[src/shared/chgst_cfg.svh]
// register offsets, field positions, codes and limits of the status bank
`ifndef CHGST_CFG_SVH
`define CHGST_CFG_SVH
`define CHGST_OFS_PHASE_SRC 8'h1c
`define CHGST_OFS_OPT_THERM 8'h1d
`define CHGST_OFS_PATH_TMR 8'h1e
`define CHGST_RST_VAL 8'h00
// first register
`define CHGST_PHASE_MSB 7
`define CHGST_PHASE_LSB 5
`define CHGST_SRC_MSB 4
`define CHGST_SRC_LSB 1
`define CHGST_DET_DONE_BIT 0
// second register
`define CHGST_OPT_MSB 7
`define CHGST_OPT_LSB 6
`define CHGST_THERM_BIT 2
`define CHGST_DET_BUSY_BIT 1
`define CHGST_VBAT_BIT 0
// third register
`define CHGST_FET2_BIT 7
`define CHGST_FET1_BIT 6
`define CHGST_ADC_BIT 5
`define CHGST_MINSYS_BIT 4
`define CHGST_FAST_TMR_BIT 3
`define CHGST_TRICKLE_TMR_BIT 2
// charge phase codes
`define CHGST_PH_IDLE 3'h0
`define CHGST_PH_RSVD 3'h5
// input source codes
`define CHGST_SRC_NONE 4'h0
`define CHGST_SRC_UNKNOWN 4'h5
`define CHGST_SRC_NONSTD 4'h6
`define CHGST_SRC_OTG 4'h7
`define CHGST_SRC_NOTQUAL 4'h8
`define CHGST_SRC_DIRECT 4'hb
`define CHGST_SRC_BACKUP 4'hc
// optimizer codes
`define CHGST_OPT_OFF 2'h0
`define CHGST_OPT_RSVD 2'h3
// battery temperature limits in degrees celsius
`define CHGST_HOT_55 8'sd55
`define CHGST_HOT_60 8'sd60
`define CHGST_HOT_65 8'sd65
`define CHGST_HOT_DISABLE 2'h3
`define CHGST_COLD_M10 (-8'sd10)
`define CHGST_COLD_M20 (-8'sd20)
`endif

[src/shared/chgst_pkg.sv]
// types of the charger status bank
package chgst_pkg;
	typedef logic [7:0] chgst_byte_t;
	typedef enum logic [2:0] {
		CHGST_DET_IDLE = 3'b001,
		CHGST_DET_BUSY = 3'b010,
		CHGST_DET_DONE = 3'b100
	} chgst_det_e;
	// live state from the charger core
	typedef struct packed {
		logic [2:0] phase;
		logic input_present;
		logic [3:0] source_det;
		logic otg_mode;
		logic backup_mode;
		logic direct_bus;
		logic det_start;
		logic det_done;
		logic [1:0] opt_state;
		logic die_hot;
		logic vbat_above_uvlo;
		logic fet2_placed;
		logic fet1_placed;
		logic adc_oneshot;
		logic adc_start;
		logic adc_done;
		logic forward_mode;
		logic vbat_below_min;
		logic fast_tmr_exp;
		logic trickle_tmr_exp;
		logic signed [7:0] batt_temp;
		logic [1:0] hot_limit_sel;
		logic cold_limit_sel;
	} chgst_core_s;
	// host register read port
	typedef struct packed {
		logic rd_en;
		logic [7:0] addr;
	} chgst_rd_s;
endpackage

[src/hw/chgst_bank.sv]
// read-only charger status bank: three status registers and their read port
// ----------------------------------------------------------------
// Summary of operation
// - phase field bits 7:5: 1 trickle, 2 pre, 3 fast, 4 taper
// - phase reads 0 idle, 6 top-off, 7 done; code 5 never shown
// - source field bits 4:1 gives detected port or adapter type code
// - source reads 7 in otg, b direct from bus, c in backup
// - source reads 0 with no input (unless otg, backup or direct) or otg blocked by hot/cold battery
// - bit 0 of first register set once port detection completed
// - optimizer state bits 7:6 of second register, code 3 never shown
// - bit 2 of second register set during die thermal regulation
// - bit 1 of second register set only while data-line detect runs
// - bit 0 of second register set while battery above uvlo level
// - third register bits 7 and 6 show second and first fet pair
// - third register bit 5 set on conversion done, one-shot mode only
// - bit 4 set in forward mode while system held at minimum
// - bit 3 of third register set when fast charge timer expired
// - bit 2 of third register set when trickle timer expired
// - otg hot limit selectable or disabled; cold limit selectable
// ----------------------------------------------------------------
`timescale 1ns/1ps
`include "chgst_cfg.svh"

module chgst_bank (
	input wire logic clk_sys,
	input wire logic sys_rst,
	input wire chgst_pkg::chgst_core_s core,
	input wire chgst_pkg::chgst_rd_s rd_req,
	output logic [7:0] rd_data_q,
	output logic rd_valid_q
);
	import chgst_pkg::*;

	// ----------------------------------------------------------------
	// helpers
	// ----------------------------------------------------------------
	function automatic logic src_valid(input logic [3:0] code);
		src_valid = (code != `CHGST_SRC_NONE) && (code <= `CHGST_SRC_NONSTD);
		src_valid = src_valid || (code == `CHGST_SRC_NOTQUAL);
	endfunction

	function automatic logic phase_valid(input logic [2:0] code);
		phase_valid = (code != `CHGST_PH_RSVD);
	endfunction

	// ----------------------------------------------------------------
	// otg temperature block
	// ----------------------------------------------------------------
	logic signed [7:0] hot_lim;
	logic signed [7:0] cold_lim;
	logic otg_blocked;

	always_comb begin
		case (core.hot_limit_sel)
			2'h0: hot_lim = `CHGST_HOT_55;
			2'h1: hot_lim = `CHGST_HOT_60;
			default: hot_lim = `CHGST_HOT_65;
		endcase
		cold_lim = core.cold_limit_sel ? `CHGST_COLD_M20 : `CHGST_COLD_M10;
		otg_blocked = (core.batt_temp <= cold_lim) ||
			((core.hot_limit_sel != `CHGST_HOT_DISABLE) &&
			(core.batt_temp >= hot_lim));
	end

	// ----------------------------------------------------------------
	// first register: phase and source
	// ----------------------------------------------------------------
	logic [2:0] phase_q;
	logic [3:0] src_d;
	logic [3:0] src_q;

	// a reserved phase from the core is shown as idle, never passed out
	always_ff @(posedge clk_sys) begin
		if (sys_rst) begin
			phase_q <= `CHGST_PH_IDLE;
		end else if (phase_valid(core.phase)) begin
			phase_q <= core.phase;
		end else begin
			phase_q <= `CHGST_PH_IDLE;
		end
	end

	always_comb begin
		if (core.otg_mode) begin
			src_d = otg_blocked ? `CHGST_SRC_NONE : `CHGST_SRC_OTG;
		end else if (core.backup_mode) begin
			src_d = `CHGST_SRC_BACKUP;
		end else if (core.direct_bus) begin
			src_d = `CHGST_SRC_DIRECT;
		end else if (!core.input_present) begin
			src_d = `CHGST_SRC_NONE;
		end else if (src_valid(core.source_det)) begin
			src_d = core.source_det;
		end else begin
			// reserved detector output is reported as unknown adapter
			src_d = `CHGST_SRC_UNKNOWN;
		end
	end

	always_ff @(posedge clk_sys) begin
		if (sys_rst) begin
			src_q <= `CHGST_SRC_NONE;
		end else begin
			src_q <= src_d;
		end
	end

	// ----------------------------------------------------------------
	// port detection sequence
	// ----------------------------------------------------------------
	chgst_det_e det_q;

	// losing the input restarts detection from scratch
	always_ff @(posedge clk_sys) begin
		if (sys_rst || !core.input_present) begin
			det_q <= CHGST_DET_IDLE;
		end else begin
			case (det_q)
				CHGST_DET_IDLE: begin
					if (core.det_start) begin
						det_q <= CHGST_DET_BUSY;
					end
				end
				CHGST_DET_BUSY: begin
					if (core.det_done) begin
						det_q <= CHGST_DET_DONE;
					end
				end
				CHGST_DET_DONE: begin
					if (core.det_start) begin
						det_q <= CHGST_DET_BUSY;
					end
				end
				default: det_q <= CHGST_DET_IDLE;
			endcase
		end
	end

	// ----------------------------------------------------------------
	// second register: optimizer, thermal, battery
	// ----------------------------------------------------------------
	logic [1:0] opt_q;
	logic therm_q;
	logic vbat_q;

	always_ff @(posedge clk_sys) begin
		if (sys_rst) begin
			opt_q <= `CHGST_OPT_OFF;
		end else if (core.opt_state == `CHGST_OPT_RSVD) begin
			opt_q <= `CHGST_OPT_OFF;
		end else begin
			opt_q <= core.opt_state;
		end
	end

	always_ff @(posedge clk_sys) begin
		if (sys_rst) begin
			therm_q <= 1'b0;
			vbat_q <= 1'b0;
		end else begin
			therm_q <= core.die_hot;
			vbat_q <= core.vbat_above_uvlo;
		end
	end

	// ----------------------------------------------------------------
	// third register: fets, conversion, min system, timers
	// ----------------------------------------------------------------
	logic [1:0] fet_q;
	logic adc_q;
	logic minsys_q;
	logic fast_q;
	logic trickle_q;

	always_ff @(posedge clk_sys) begin
		if (sys_rst) begin
			fet_q <= 2'h0;
			minsys_q <= 1'b0;
			fast_q <= 1'b0;
			trickle_q <= 1'b0;
		end else begin
			fet_q <= {core.fet2_placed, core.fet1_placed};
			minsys_q <= core.forward_mode && core.vbat_below_min;
			fast_q <= core.fast_tmr_exp;
			trickle_q <= core.trickle_tmr_exp;
		end
	end

	// completion held until the next start; a done in the same cycle wins
	always_ff @(posedge clk_sys) begin
		if (sys_rst || !core.adc_oneshot) begin
			adc_q <= 1'b0;
		end else if (core.adc_done) begin
			adc_q <= 1'b1;
		end else if (core.adc_start) begin
			adc_q <= 1'b0;
		end
	end

	// ----------------------------------------------------------------
	// register images and read port
	// ----------------------------------------------------------------
	chgst_byte_t img_phase_src;
	chgst_byte_t img_opt_therm;
	chgst_byte_t img_path_tmr;

	always_comb begin
		img_phase_src = `CHGST_RST_VAL;
		img_phase_src[`CHGST_PHASE_MSB:`CHGST_PHASE_LSB] = phase_q;
		img_phase_src[`CHGST_SRC_MSB:`CHGST_SRC_LSB] = src_q;
		img_phase_src[`CHGST_DET_DONE_BIT] = (det_q == CHGST_DET_DONE);
		img_opt_therm = `CHGST_RST_VAL;
		img_opt_therm[`CHGST_OPT_MSB:`CHGST_OPT_LSB] = opt_q;
		img_opt_therm[`CHGST_THERM_BIT] = therm_q;
		img_opt_therm[`CHGST_DET_BUSY_BIT] = (det_q == CHGST_DET_BUSY);
		img_opt_therm[`CHGST_VBAT_BIT] = vbat_q;
		img_path_tmr = `CHGST_RST_VAL;
		img_path_tmr[`CHGST_FET2_BIT] = fet_q[1];
		img_path_tmr[`CHGST_FET1_BIT] = fet_q[0];
		img_path_tmr[`CHGST_ADC_BIT] = adc_q;
		img_path_tmr[`CHGST_MINSYS_BIT] = minsys_q;
		img_path_tmr[`CHGST_FAST_TMR_BIT] = fast_q;
		img_path_tmr[`CHGST_TRICKLE_TMR_BIT] = trickle_q;
	end

	// no write path exists, so nothing the host sends can alter a field
	always_ff @(posedge clk_sys) begin
		if (sys_rst) begin
			rd_data_q <= `CHGST_RST_VAL;
			rd_valid_q <= 1'b0;
		end else begin
			rd_valid_q <= rd_req.rd_en;
			if (rd_req.rd_en) begin
				case (rd_req.addr)
					`CHGST_OFS_PHASE_SRC: rd_data_q <= img_phase_src;
					`CHGST_OFS_OPT_THERM: rd_data_q <= img_opt_therm;
					`CHGST_OFS_PATH_TMR: rd_data_q <= img_path_tmr;
					default: rd_data_q <= `CHGST_RST_VAL;
				endcase
			end
		end
	end
endmodule

[config.mk]
export PLATFORM = sky130hd
export DESIGN_NAME = chgst_bank
export DESIGN_NICKNAME = d
export VERILOG_FILES = /design/src/shared/chgst_pkg.sv /design/src/hw/chgst_bank.sv
export VERILOG_INCLUDE_DIRS = /design/src /design/src/shared
export SDC_FILE = /design/constraint.sdc
export NUM_CORES = 1
export LEC_CHECK = 0
export BUFFER_PORTS_ARGS = -buffer_cell sky130_fd_sc_hd__buf_2
export CORE_MARGIN = 2
export CORE_UTILIZATION = 40
export CTS_BUF_LIST = sky130_fd_sc_hd__clkbuf_8
export DETAILED_ROUTE_END_ITERATION = 8
export GPL_ROUTABILITY_DRIVEN = 0
export HOLD_SLACK_MARGIN = 0.05
export PLACE_DENSITY = 0.69
export SETUP_SLACK_MARGIN = 0.02
export SLEW_MARGIN = 0
export SYNTH_ARGS = -nofsm -noshare
export SYNTH_HDL_FRONTEND = slang
export SYNTH_SLANG_ARGS = --single-unit
[constraint.sdc]
create_clock -name clk_sys -period 2.2 [get_ports clk_sys]
set_input_delay 0.11 -clock clk_sys [delete_from_list [all_inputs] [get_ports clk_sys]]
set_output_delay 0.11 -clock clk_sys [all_outputs]
set_load 0.01 [all_outputs]
==> impl_results.rst, run 1 <==
.. list-table::
   :header-rows: 1

   * - Metric
     - Value
   * - Outcome
     - finished clean
   * - Primary flip-flop cell chosen by synthesis mapping
     - dfxtp_1
   * - H-tree depth reported by CTS
     - 2
   * - EDFF count, synth
     - 0
   * - Via count of the first global-routing pass
     - 1346
   * - Total die area
     - around 0.0042 mm2
   * - Leading area contributor after synthesis
     - dfxtp_1
   * - Top library cells by usage in the layout, fill and taps aside
     - buf_2, dfxtp_1, nand2_1, nor2b_1, a21oi_1
   * - Pint
     - about 1000 uW
   * - Post-synthesis cell count
     - 174
   * - Arrival @ worst endpoint
     - 1.42 ns
   * - Reg-to-reg slack, setup
     - around 1.1 ns
   * - Start point of the critical path
     - core[2]
   * - Time the final worst path needs with I/O delays and setup
     - 1.27 ns
   * - Minimum setup slack after placement
     - 0.645 ns
   * - Area delta synth->final
     - 32.9%
   * - Die Width
     - 65.1 um
   * - Unrepaired setup endpoints after global routing
     - no
   * - Worst-margin pin slew
     - 0.435 ns
   * - Number of antenna violations at the first check in global routing
     - 0
   * - I/O Pins
     - 57
   * - Clock Tree Root
     - clkbuf_8
   * - Max-cap violations
     - 0
   * - Netlist area before placement
     - 0.00149 mm2
   * - Hold Fails Final Rpt
     - 0
   * - Synthesized area divided by synthesized cell count
     - ~8.6 um2
   * - Share of cells above drive strength 1
     - 29.0%
   * - Height of the die
     - between 60 and 70 um
   * - Final Core Density
     - 54.6%
   * - Number of vias in the routed layout
     - 1415
   * - Startpoint of the worst register-to-register path
     - det_q[2]
   * - Number of instances on the worst hold path
     - 2
   * - Setup-violating endpoint count in the final report
     - 0
   * - Switching power summed over all nets
     - 280 uW
   * - Power per Cell Area
     - 645 mW/mm2
   * - Final Max Slew Viols
     - 0
   * - Routed wire length per instance
     - 11.0 um
   * - Total of cells resized after clock tree synthesis
     - 0
   * - Worst-case setup margin in the final layout
     - roughly 0.93 ns
   * - Sequential fraction of the synthesis area
     - 38.9%
   * - HPWL after DPL
     - about 2500 um
   * - Starting utilization of the core area
     - approximately 41%
   * - Number of port buffers
     - 56
   * - Synth top area cells
     - dfxtp_1, ha_1, nor2b_1
   * - Synthesized net count
     - approximately 230
   * - Clock slew at the register clock pins of the worst setup and hold paths
     - ~0.060 ns
   * - Remaining global-route overflow
     - 0
   * - Count of clock tree sinks
     - 29
   * - VDD IR max
     - around 0.24 mV
   * - Fraction of the cycle the final worst path needs
     - 57.7%
   * - Async SR Flop Fraction
     - 0%
   * - Worst min-delay path class
     - in2reg
   * - Antenna-violating nets left
     - 0
   * - Clock latency on the worst-skew pair
     - 0.28 ns
   * - Maximum buffer depth of the clock tree
     - 2
   * - Pin count of the biggest net entering global routing
     - 26
   * - Total wire length
     - ~3200 um
   * - CP required
     - ~2.4 ns
   * - Worst setup SP type
     - primary input
   * - Combinational cell fraction of total power
     - roughly 14%
   * - Inserted Clock Buffers
     - 5
   * - Number of remaining DRC errors
     - 0
   * - Commonest non-fill, non-tap cell in the layout
     - buf_2
   * - First-pass GRT wire length
     - 5340 um
   * - Critical register-to-register path endpoint
     - rd_data_q[0]
   * - Overall Global Routing Usage
     - 16.4%
   * - Number of DRC markers in iteration 0
     - 74
   * - Hold-critical path endpoint
     - vbat_q
   * - Crit path capture type
     - register
   * - Hold_sp
     - core[20]
   * - Fmax
     - 788 MHz
   * - Sequential share of power
     - a little over two fifths
   * - TritonCTS clock tree
     - yes
   * - Post-CTS setup buffers
     - 0
   * - Path depth of the worst reg2reg path
     - 4
   * - Switching share of total power
     - 21.9%
   * - Count of warnings emitted by yosys
     - 0
   * - Standard-cell rows
     - 22
   * - Pwr Total
     - 1.28 mW
   * - Worst clock skew
     - 0.00369 ns
   * - Clock share of power
     - 43.2%
   * - Area fraction of the dominant cell type after synthesis
     - 38.9%
   * - Vias per cell
     - roughly 4.9
   * - Number of detailed-routing iterations run before antenna repair
     - 4
   * - Max transition margin
     - between 70% and 80%
   * - Core box area
     - 0.00363 mm2
   * - Lkg Pwr
     - 0.892 nW
   * - Seq cells post-synth
     - 29
   * - Post-route standard cell area excluding fillers
     - 0.00198 mm2
   * - Total inserted antenna cells
     - 0
   * - Area post-placement
     - 0.00181 mm2
   * - Distinct cell type count of the synthesized netlist
     - 39
   * - Final nets
     - between 200 and 300
   * - Worst Path Max Fanout
     - 7
   * - Path type of the worst setup path
     - in2reg
   * - Total Neg Setup Slack
     - 0 ns
   * - Total of hold buffers inserted after clock tree synthesis
     - 6
==> power groups by stage <==
stage,Sequential (mW),Clock [mW],Combinational [mW]
after global placement,0.564,0,0.164
after global routing,0.554,0.594,0.198
final,0.552,0.552,0.174
after floorplan,0.562,0,0.0947
after CTS,0.552,0.571,0.175
after detailed placement,0.564,0,0.166
==> critical path, stage by stage <==
cell and delay [ns]:
buf_2 0.14, inv_1 0.08, nand2_1 0.08, ha_1 0.30, and4b_1 0.21, nand2_1 0.06
o2111ai_1 0.29, o32ai_1 0.15
==> registers in the layout (all words and copies together), names as in the netlist <==
name	cells
therm_q	1
fast_q	1
minsys_q	1
opt_q	2
det_q	3
rd_valid_q	1
vbat_q	1
src_q	4
phase_q	3
fet_q	2
trickle_q	1
adc_q	1
rd_data_q	8
==> per-stage QoR <==
| stage | hold WS (ns) | instances |
|---|---|---|
| 3_5_place_dp | 0.298 | 272 |
| 2_1_floorplan | 0.186 | 174 |
| 6_report | 0.0503 | 286 |
| 4_1_cts | 0.0510 | 286 |
| 5_1_grt | 0.0632 | 286 |
| 3_3_place_gp | 0.284 | 272 |
==> how the worst max path moves through the flow <==
| stage | slack [ns] | end |
|---|---|---|
| 2_1_floorplan | 0.92 | src_q[0] |
| 3_3_place_gp | 0.70 | src_q[2] |
| 3_5_place_dp | 0.65 | src_q[2] |
| 4_1_cts | 0.93 | src_q[2] |
| 5_1_grt | 0.79 | src_q[2] |
| 6_report | 0.93 | src_q[2] |
==> cell type report <==
type                            count  area [um2]
Clock buffer                        6        82.6
Clock inverter                      2        33.8
Fill cell                         369        1650
Inverter                            9        33.8
Multi-Input combinational cell    130         852
Sequential cell                    29         581
Tap cell                           48        60.1
Timing Repair Buffer               62         340
==> layer usage <==
metal / vias up / global-route usage, % / part of all wire [%]
li1: 743 / - / -
met1: 626 / 18.9 / 44
met2: 42 / 28.0 / 48
met3: 4 / 5.03 / 6.5
met4: 0 / 6.77 / 1.3
met5: - / 0 / 0
==> cells in the mapped netlist (all sizes together), types with 2 or more instances <==
master   count
nand2       16
clkbuf       4
mux2i        3
ha          10
o2111ai      3
nand2b       7
o21ai       10
nor3b        5
nor3         8
nand3        6
nor2        10
nand3b       2
dfxtp       29
a21oi       12
inv          9
a31oi        2
nor4b        2
buf          2
nor2b       15
mux2         3
==> kinds of logic (layout without fill, tap and decap cells) <==
kind of cell | Yosys count | after routing | synth area share (%)
simple gates | 78 | 78 | 29.3
compound gates | 36 | 36 | 15.2
flops | 29 | 29 | 38.9
buf+inv | 15 | 79 | 4.02
fa+ha+maj | 10 | 10 | 8.38
mux | 6 | 6 | 4.27
Power figures use the tool's default switching activity.
==> inputs of run 2 (changes only) <==
==> constraint.sdc (replaced) <==
create_clock -name clk_sys -period 1.29 [get_ports clk_sys]
set_input_delay 0.0645 -clock clk_sys [delete_from_list [all_inputs] [get_ports clk_sys]]
set_output_delay 0.0645 -clock clk_sys [all_outputs]
set_load 0.01 [all_outputs]
==> run 2 against run 1 <==
  * Setup slack worse by 0.85 ns
  * Combinational power is 97% higher
  * Cell count is 4.2% higher
  * Via count is 4.2% higher
  * Wire length is 6.9% higher
  * Largest power group unchanged
  * Worst hold slack better by 0.014 ns
  * Flip-flop and latch count stayed put
  * Sequential share of layout area is 1.7 points lower
  * Count of clock-buffer cells in the layout stayed put
  * Total power is 57% higher
  * Non-clock buffer count is 13 higher
  * Die area stayed put
  * Critical endpoint is now minsys_q
==> impl_results.rst, run 2 (same netlist as run 1, synthesis figures left out) <==
.. list-table::
   :header-rows: 1

   * - Metric
     - Value
   * - H-tree depth reported by CTS
     - 2 (unchanged)
   * - Setup-violating endpoint count in the final report
     - 0 (unchanged)
   * - Final nets
     - 308 (+4.4%)
   * - Path depth of the worst reg2reg path
     - 4 (unchanged)
   * - Clock slew at the register clock pins of the worst setup and hold paths
     - 0.06 ns (about the same)
   * - Max-cap violations
     - 0 (unchanged)
   * - Final Core Density
     - 58.0% (+3.4 points)
   * - Count of clock tree sinks
     - 29 (unchanged)
   * - Hold Fails Final Rpt
     - 0 (unchanged)
   * - # placed instances
     - 278 (+2.2%)
   * - Total die area
     - 0.00424 mm2 (unchanged)
   * - Worst min-delay path class
     - in2reg
   * - Lkg Pwr
     - 0.941 nW (+5.5%)
   * - First-pass GRT wire length
     - 5520 um (+3.4%)
   * - Height of the die
     - 65.1 um (unchanged)
   * - Final Max Slew Viols
     - 0 (unchanged)
   * - Routed wire length per instance
     - 11.3 um (+2.5%)
   * - Crit path capture type
     - register
   * - Power per Cell Area
     - 952 mW/mm2 (+48%)
   * - Overall Global Routing Usage
     - 16.8% (+0.41 points)
   * - CP Buf/Inv Count
     - 3 (+1)
   * - Met2 layer usage reported by global route
     - 30.2% (+2.2 points)
   * - Remaining global-route overflow
     - 0 (unchanged)
   * - Clock Tree Root
     - clkbuf_8
   * - Max transition margin
     - 74.6% (+3.6 points)
   * - Core box area
     - 0.00363 mm2 (unchanged)
   * - Top library cells by usage in the layout, fill and taps aside
     - buf_2, dfxtp_1, nand2_1, nor2b_1, dlygate4sd3_1
   * - Most flop-heavy register
     - rd_data_q
   * - Flip-flop count of the largest register after layout
     - 8 (unchanged)
   * - Largest delay contributor family on the critical path
     - buffers and inverters
   * - Vias per cell
     - 4.95 (about the same)
   * - Reg-to-reg slack, setup
     - 0.18 ns (-0.87 ns)
   * - Number of remaining DRC errors
     - 0 (unchanged)
   * - Commonest non-fill, non-tap cell in the layout
     - buf_2
   * - Final std cells w/o fill
     - 298 (+4.2%)
   * - Fraction of the cycle the final worst path needs
     - 93.6%
   * - Total wire length
     - 3370 um (+6.9%)
   * - HPWL after DPL
     - 2490 um (+0.20%)
   * - Hold_sp
     - core[17]
   * - Total inserted antenna cells
     - 0 (unchanged)
   * - M3 GR Usage
     - 4.17% (-0.87 points)
   * - Standard-cell rows
     - 22 (unchanged)
   * - Crit-path max cell delay
     - 0.57 ns (+0.27 ns)
   * - Cells along the critical path
     - dlygate4sd3_1, buf_2, nand2_1, dlygate4sd3_1, nor2_1
   * - Post-CTS setup buffers
     - 0 (unchanged)
   * - Critical register-to-register path endpoint
     - rd_data_q[0]
   * - Pin count of the biggest net entering global routing
     - 15 (-42%)
   * - Clock latency on the worst-skew pair
     - 0.27 ns (about the same)
   * - VDD IR max
     - 0.367 mV (+53%)
   * - Number of instances on the worst hold path
     - 2 (unchanged)
   * - Inserted Clock Buffers
     - 5 (unchanged)
   * - Worst clock skew
     - 0.00116 ns (-0.00253 ns)
   * - Hold-critical path endpoint
     - adc_q
   * - Maximum buffer depth of the clock tree
     - 2 (unchanged)
   * - Unrepaired setup endpoints after global routing
     - no
   * - Outcome
     - finished clean
   * - Worst setup SP type
     - primary input
   * - Path type of the worst setup path
     - in2reg
   * - Area post-placement
     - 0.00185 mm2 (+2.5%)
   * - Number of detailed-routing iterations run before antenna repair
     - 4 (unchanged)
   * - Registers with the most flip-flops
     - rd_data_q x8, src_q x4
   * - Worst Path Max Fanout
     - 1 (-6)
   * - Worst-margin pin slew
     - 0.380 ns (-0.0551 ns)
   * - Area delta synth->final
     - 41.2%
   * - Time the final worst path needs with I/O delays and setup
     - 1.21 ns
   * - Startpoint of the worst register-to-register path
     - det_q[2]
   * - Arrival @ worst endpoint
     - 1.37 ns (-0.05 ns)
   * - Via count of the first global-routing pass
     - 1395 (+3.6%)
   * - Post-route standard cell area excluding fillers
     - 0.00211 mm2 (+6.2%)
   * - Number of antenna violations at the first check in global routing
     - 0 (unchanged)
   * - Die Width
     - 65.1 um (unchanged)
   * - Share of cells above drive strength 1
     - 31.2% (+2.2 points)
   * - Fmax
     - 828 MHz
   * - Starting utilization of the core area
     - 41.1% (unchanged)
   * - CP required
     - 1.46 ns (-0.89 ns)
   * - Number of DRC markers in iteration 0
     - 55 (-26%)
   * - Most congested layer reported by global routing
     - met2
   * - Number of vias in the routed layout
     - 1475 (+4.2%)
   * - Antenna-violating nets left
     - 0 (unchanged)
   * - Grt met1 use
     - 18.7% (-0.17 points)
   * - Number of fillers in the final layout
     - 345 (-6.5%)
   * - Cell at the slowest stage of the critical path
     - dlygate4sd3_1
   * - TritonCTS clock tree
     - yes
   * - CP Depth
     - 5 (-3)
   * - I/O Pins
     - 57 (unchanged)
   * - Cell repeated most along the worst path
     - dlygate4sd3_1
   * - Number of port buffers
     - 56 (unchanged)
[run 2: changes by cell type in the layout (fill, tap and decap cells not counted)]
cell / previous run / this run
buf_4: 0 / 6
bufinv_16: 1 / 0
dlygate4sd3_1: 6 / 13
ha_1: 10 / 8
ha_4: 0 / 2
o2111ai_1: 3 / 2
o2111ai_2: 0 / 1
o41ai_1: 1 / 0
o41ai_2: 0 / 1
[run 2: what timing repair did]
| action | CTS | global route |
|---|---|---|
| hold buffers | 13 | 0 |
| hold endpoints to repair | 13 | 0 |
| resized for setup | 0 | 4 |
| setup endpoints to repair | 0 | 4 |
[run 2: cell type report]
type	instances	area [um2]	area share, %
clock inverter	1	3.75	0.178
tap	48	60.1	2.85
inverter	9	33.8	1.60
timing repair buffer	75	455	21.6
sequential	29	581	27.6
clock buffer	6	82.6	3.92
multi-input combinational	130	891	42.3
[run 2: worst max-delay path by stage]
stage / to / startpoint / slack, ns
after global routing: src_q[2] / core[2] / 0.02
after CTS: src_q[2] / core[2] / 0.09
after global placement: src_q[2] / core[2] / -0.14
after detailed placement: src_q[2] / core[2] / -0.20
final: minsys_q / core[13] / 0.08
after floorplan: src_q[0] / core[1] / 0.05
[run 2: power breakdown]
| part | internal, mW | total, mW | switching (mW) |
|---|---|---|---|
| registers | 0.930 | 0.942 | 0.0123 |
| logic | 0.185 | 0.342 | 0.157 |
| clock network | 0.414 | 0.721 | 0.307 |
[run 2: stage by stage]
stage	hold WS [ns]	power [mW]	TNS (ns)	worst slack, ns
after floorplan	0.140	1.12	0	0.0520
after global placement	0.239	1.26	-0.396	-0.140
after detailed placement	0.247	1.26	-0.570	-0.196
after CTS	0.0554	2.01	0	0.0910
after global routing	0.0598	2.11	0	0.0204
final	0.0641	2.01	0	0.0830
[run 2: layer usage]
layer / part of all wire, % / wire length, um
met5: 0 / 0
met4: 2.0 / 69
met3: 7.2 / 242
met2: 47 / 1580
met1: 44 / 1470
==> inputs of run 3 (changes only) <==
--- a/config.mk
+++ b/config.mk
@@ -8,12 +8,12 @@
 export LEC_CHECK = 0
 export BUFFER_PORTS_ARGS = -buffer_cell sky130_fd_sc_hd__buf_2
 export CORE_MARGIN = 2
-export CORE_UTILIZATION = 40
+export CORE_UTILIZATION = 50
 export CTS_BUF_LIST = sky130_fd_sc_hd__clkbuf_8
 export DETAILED_ROUTE_END_ITERATION = 8
 export GPL_ROUTABILITY_DRIVEN = 0
 export HOLD_SLACK_MARGIN = 0.05
-export PLACE_DENSITY = 0.69
+export PLACE_DENSITY = 0.83
 export SETUP_SLACK_MARGIN = 0.02
 export SLEW_MARGIN = 0
 export SYNTH_ARGS = -nofsm -noshare
==> constraint.sdc (replaced) <==
create_clock -name clk_sys -period 1.3 [get_ports clk_sys]
set_input_delay 0.065 -clock clk_sys [delete_from_list [all_inputs] [get_ports clk_sys]]
set_output_delay 0.065 -clock clk_sys [all_outputs]
set_load 0.01 [all_outputs]
==> run 3 against run 2 <==
  * The run now ends with DRC left
  * Largest cell class unchanged
  * Die area decreased by 19%
  * Non-clock buffer count is 2 higher
  * Critical path type unchanged
  * Flip-flop and latch count stayed put
==> impl_results.rst, run 3 (same netlist as run 1, synthesis figures left out) <==
.. list-table::
   :header-rows: 1

   * - Metric
     - Value
   * - Number of vias in the routed layout
     - 1489 (+0.95%)
   * - Routed wire length per instance
     - 12.5 um (+11%)
   * - H-tree depth reported by CTS
     - 2 (unchanged)
   * - Max-cap violations
     - 0 (unchanged)
   * - Height of the die
     - 58.6 um (-9.9%)
   * - Final Core Density
     - 75.6% (+18 points)
   * - Area delta synth->final
     - 42.1%
   * - Count of clock tree sinks
     - 29 (unchanged)
   * - Path type of the worst setup path
     - in2reg
   * - Number of remaining DRC errors
     - 5 (+5)
   * - Clock Tree Root
     - clkbuf_8
   * - Max transition margin
     - 73.4% (-1.2 points)
   * - Worst-case setup margin in the final layout
     - 0.0690 ns (-0.0140 ns)
   * - Clock slew at the register clock pins of the worst setup and hold paths
     - 0.07 ns (about the same)
   * - Final Max Slew Viols
     - 0 (unchanged)
   * - Worst Hold Slack
     - 0.0534 ns (-0.0107 ns)
   * - Commonest non-fill, non-tap cell in the layout
     - buf_2
   * - Remaining global-route overflow
     - 0 (unchanged)
   * - Arrival @ worst endpoint
     - 1.40 ns (+0.03 ns)
   * - Number of DRC markers in iteration 0
     - 65 (+18%)
   * - Violated checks
     - DRC
   * - Clock latency on the worst-skew pair
     - 0.28 ns (about the same)
   * - Top library cells by usage in the layout, fill and taps aside
     - buf_2, dfxtp_1, nand2_1, nor2b_1, dlygate4sd3_1
   * - Cell repeated most along the worst path
     - dlygate4sd3_1
   * - Post-route standard cell area excluding fillers
     - 0.00212 mm2 (+0.65%)
   * - Fmax
     - 812 MHz
   * - Cell at the slowest stage of the critical path
     - dlygate4sd3_1
   * - I/O Pins
     - 57 (unchanged)
   * - Core box area
     - 0.00281 mm2 (-23%)
   * - Standard-cell rows
     - 19 (-14%)
   * - Lkg Pwr
     - 0.965 nW (+2.5%)
   * - Number of port buffers
     - 56 (unchanged)
   * - FF/Latch Area
     - 581 um2 (unchanged)
   * - Total die area
     - 0.00344 mm2 (-19%)
   * - Overall Global Routing Usage
     - 21.9% (+5.2 points)
   * - Pint
     - 1.86 mW (+22%)
   * - Most flop-heavy register
     - rd_data_q
   * - Crit-path max cell delay
     - 0.55 ns (-0.02 ns)
   * - Switching share of total power
     - 21.6% (-2.2 points)
   * - Hold Fails Final Rpt
     - 0 (unchanged)
   * - Time the final worst path needs with I/O delays and setup
     - 1.23 ns
   * - Worst min-delay path class
     - in2reg
   * - # placed instances
     - 261 (-6.1%)
   * - Area post-placement
     - 0.00183 mm2 (-1.1%)
   * - Starting utilization of the core area
     - 53.2% (+12 points)
   * - Worst setup SP type
     - primary input
   * - Number of detailed-routing iterations run before antenna repair
     - 6 (+2)
   * - Flip-flop count of the largest register after layout
     - 8 (unchanged)
   * - Share of cells above drive strength 1
     - 30.4% (-0.77 points)
   * - Pin count of the biggest net entering global routing
     - 14 (-1)
   * - CP Buf/Inv Count
     - 3 (unchanged)
   * - Combinational cell fraction of total power
     - 14.2% (-2.9 points)
   * - Unrepaired setup endpoints after global routing
     - no
   * - Worst Path Max Fanout
     - 2 (+1)
   * - Post-CTS setup buffers
     - 0 (unchanged)
   * - First-pass GRT wire length
     - 5640 um (+2.1%)
   * - Reg-to-reg slack, setup
     - 0.17 ns (about the same)
   * - TritonCTS clock tree
     - yes
   * - HPWL after DPL
     - 2540 um (+2.1%)
   * - Crit path capture type
     - register
   * - VDD IR max
     - 0.676 mV (+84%)
   * - Setup-violating endpoint count in the final report
     - 0 (unchanged)
   * - Vias per cell
     - 5.24 (+5.9%)
   * - Minimum setup slack after placement
     - -0.159 ns (+0.0362 ns)
   * - Total inserted antenna cells
     - 0 (unchanged)
   * - Maximum buffer depth of the clock tree
     - 2 (unchanged)
   * - Hold_sp
     - core[34]
   * - Sequential share of power
     - 39.4% (-7.6 points)
   * - Power per Cell Area
     - 1120 mW/mm2 (+18%)
   * - Outcome
     - finished, violations left
   * - Total wire length
     - 3550 um (+5.4%)
   * - Inserted Clock Buffers
     - 5 (unchanged)
   * - Cells along the critical path
     - dlygate4sd3_1, buf_2, nor3b_1, dlygate4sd3_1
   * - Die Width
     - 58.6 um (-9.9%)
   * - Clock share of power
     - 46.5% (+11 points)
   * - Critical register-to-register path endpoint
     - rd_data_q[0]
   * - Switching power summed over all nets
     - 513 uW (+7.5%)
   * - Worst-margin pin slew
     - 0.397 ns (+0.0174 ns)
   * - Number of fillers in the final layout
     - 191 (-45%)
   * - Final nets
     - 310 (+0.65%)
   * - Hold-critical path endpoint
     - phase_q[0]
   * - Number of instances on the worst hold path
     - 2 (unchanged)
   * - Registers with the most flip-flops
     - rd_data_q x8, src_q x4
   * - Worst clock skew
     - 0.00683 ns (+0.00567 ns)
   * - Area taken by multi-input logic gates
     - 858 um2 (-3.7%)
   * - Startpoint of the worst register-to-register path
     - det_q[2]
   * - Number of antenna violations at the first check in global routing
     - 0 (unchanged)
   * - Fraction of the cycle the final worst path needs
     - 94.7%
   * - CP required
     - 1.47 ns (about the same)
   * - Largest delay contributor family on the critical path
     - buffers and inverters
   * - Via count of the first global-routing pass
     - 1392 (-0.22%)
   * - Path depth of the worst reg2reg path
     - 4 (unchanged)
   * - Antenna-violating nets left
     - 0 (unchanged)
   * - Final std cells w/o fill
     - 284 (-4.7%)
run 3: changes by cell type in the layout (fill, tap and decap cells not counted), sizes merged:
cell	delta
inv	-1
bufinv	+2
clkinv	+1
dlygate4sd3	+2
clkbuf	-1
run 3: area by class of cell:
| cell class | count | share of cell area [%] |
|---|---|---|
| clock inverter | 3 | 3.07 |
| sequential | 29 | 27.4 |
| multi-input combinational | 130 | 40.5 |
| inverter | 9 | 1.59 |
| timing repair buffer | 77 | 22.4 |
| tap | 31 | 1.83 |
| clock buffer | 5 | 3.24 |
run 3: power groups by stage:
stage / clock network [mW] / registers [mW] / logic, mW
after floorplan: 0 / 0.951 / 0.160
after global placement: 0 / 0.953 / 0.291
after detailed placement: 0 / 0.954 / 0.296
after CTS: 1.11 / 0.934 / 0.331
after global routing: 1.15 / 0.938 / 0.377
final: 1.10 / 0.936 / 0.337
run 3: worst max-delay path by stage:
stage,cells past startpoint,from,end
2_1_floorplan,6,core[1],src_q[0]
3_3_place_gp,8,core[2],src_q[2]
3_5_place_dp,8,core[2],src_q[2]
4_1_cts,4,core[23],opt_q[1]
5_1_grt,4,core[22],opt_q[1]
6_report,4,core[23],opt_q[1]
run 3: timing repair:
action / 4_1_cts / 5_1_grt
endpoints found under the setup margin: 0 / 1
hold buffers: 14 / 1
hold endpoints to repair: 13 / 1
resized for setup: 0 / 1
run 3: worst register-to-register path: cells and delay by family (launching register included):
kind / cells / cell delay [ns]
AOI/OAI and AO/OA: 2 / 0.51
DFF: 1 / 0.34
and+or+nand+nor: 1 / 0.12
buffers and inverters: 1 / 0.11
run 3: metal layers:
layer | vias to the layer above | global-route usage (%) | part of all wire (%)
li1 | 769 | - | -
met1 | 667 | 22.5 | 42
met2 | 46 | 39.5 | 50
met3 | 7 | 8.57 | 6.4
met4 | 0 | 9.42 | 1.9
met5 | - | 0 | 0
run 3: through the flow:
stage / power, mW / TNS (ns)
final: 2.38 / 0
after global routing: 2.46 / 0
after CTS: 2.37 / 0
after detailed placement: 1.25 / -0.442
after global placement: 1.24 / -0.329
after floorplan: 1.11 / 0
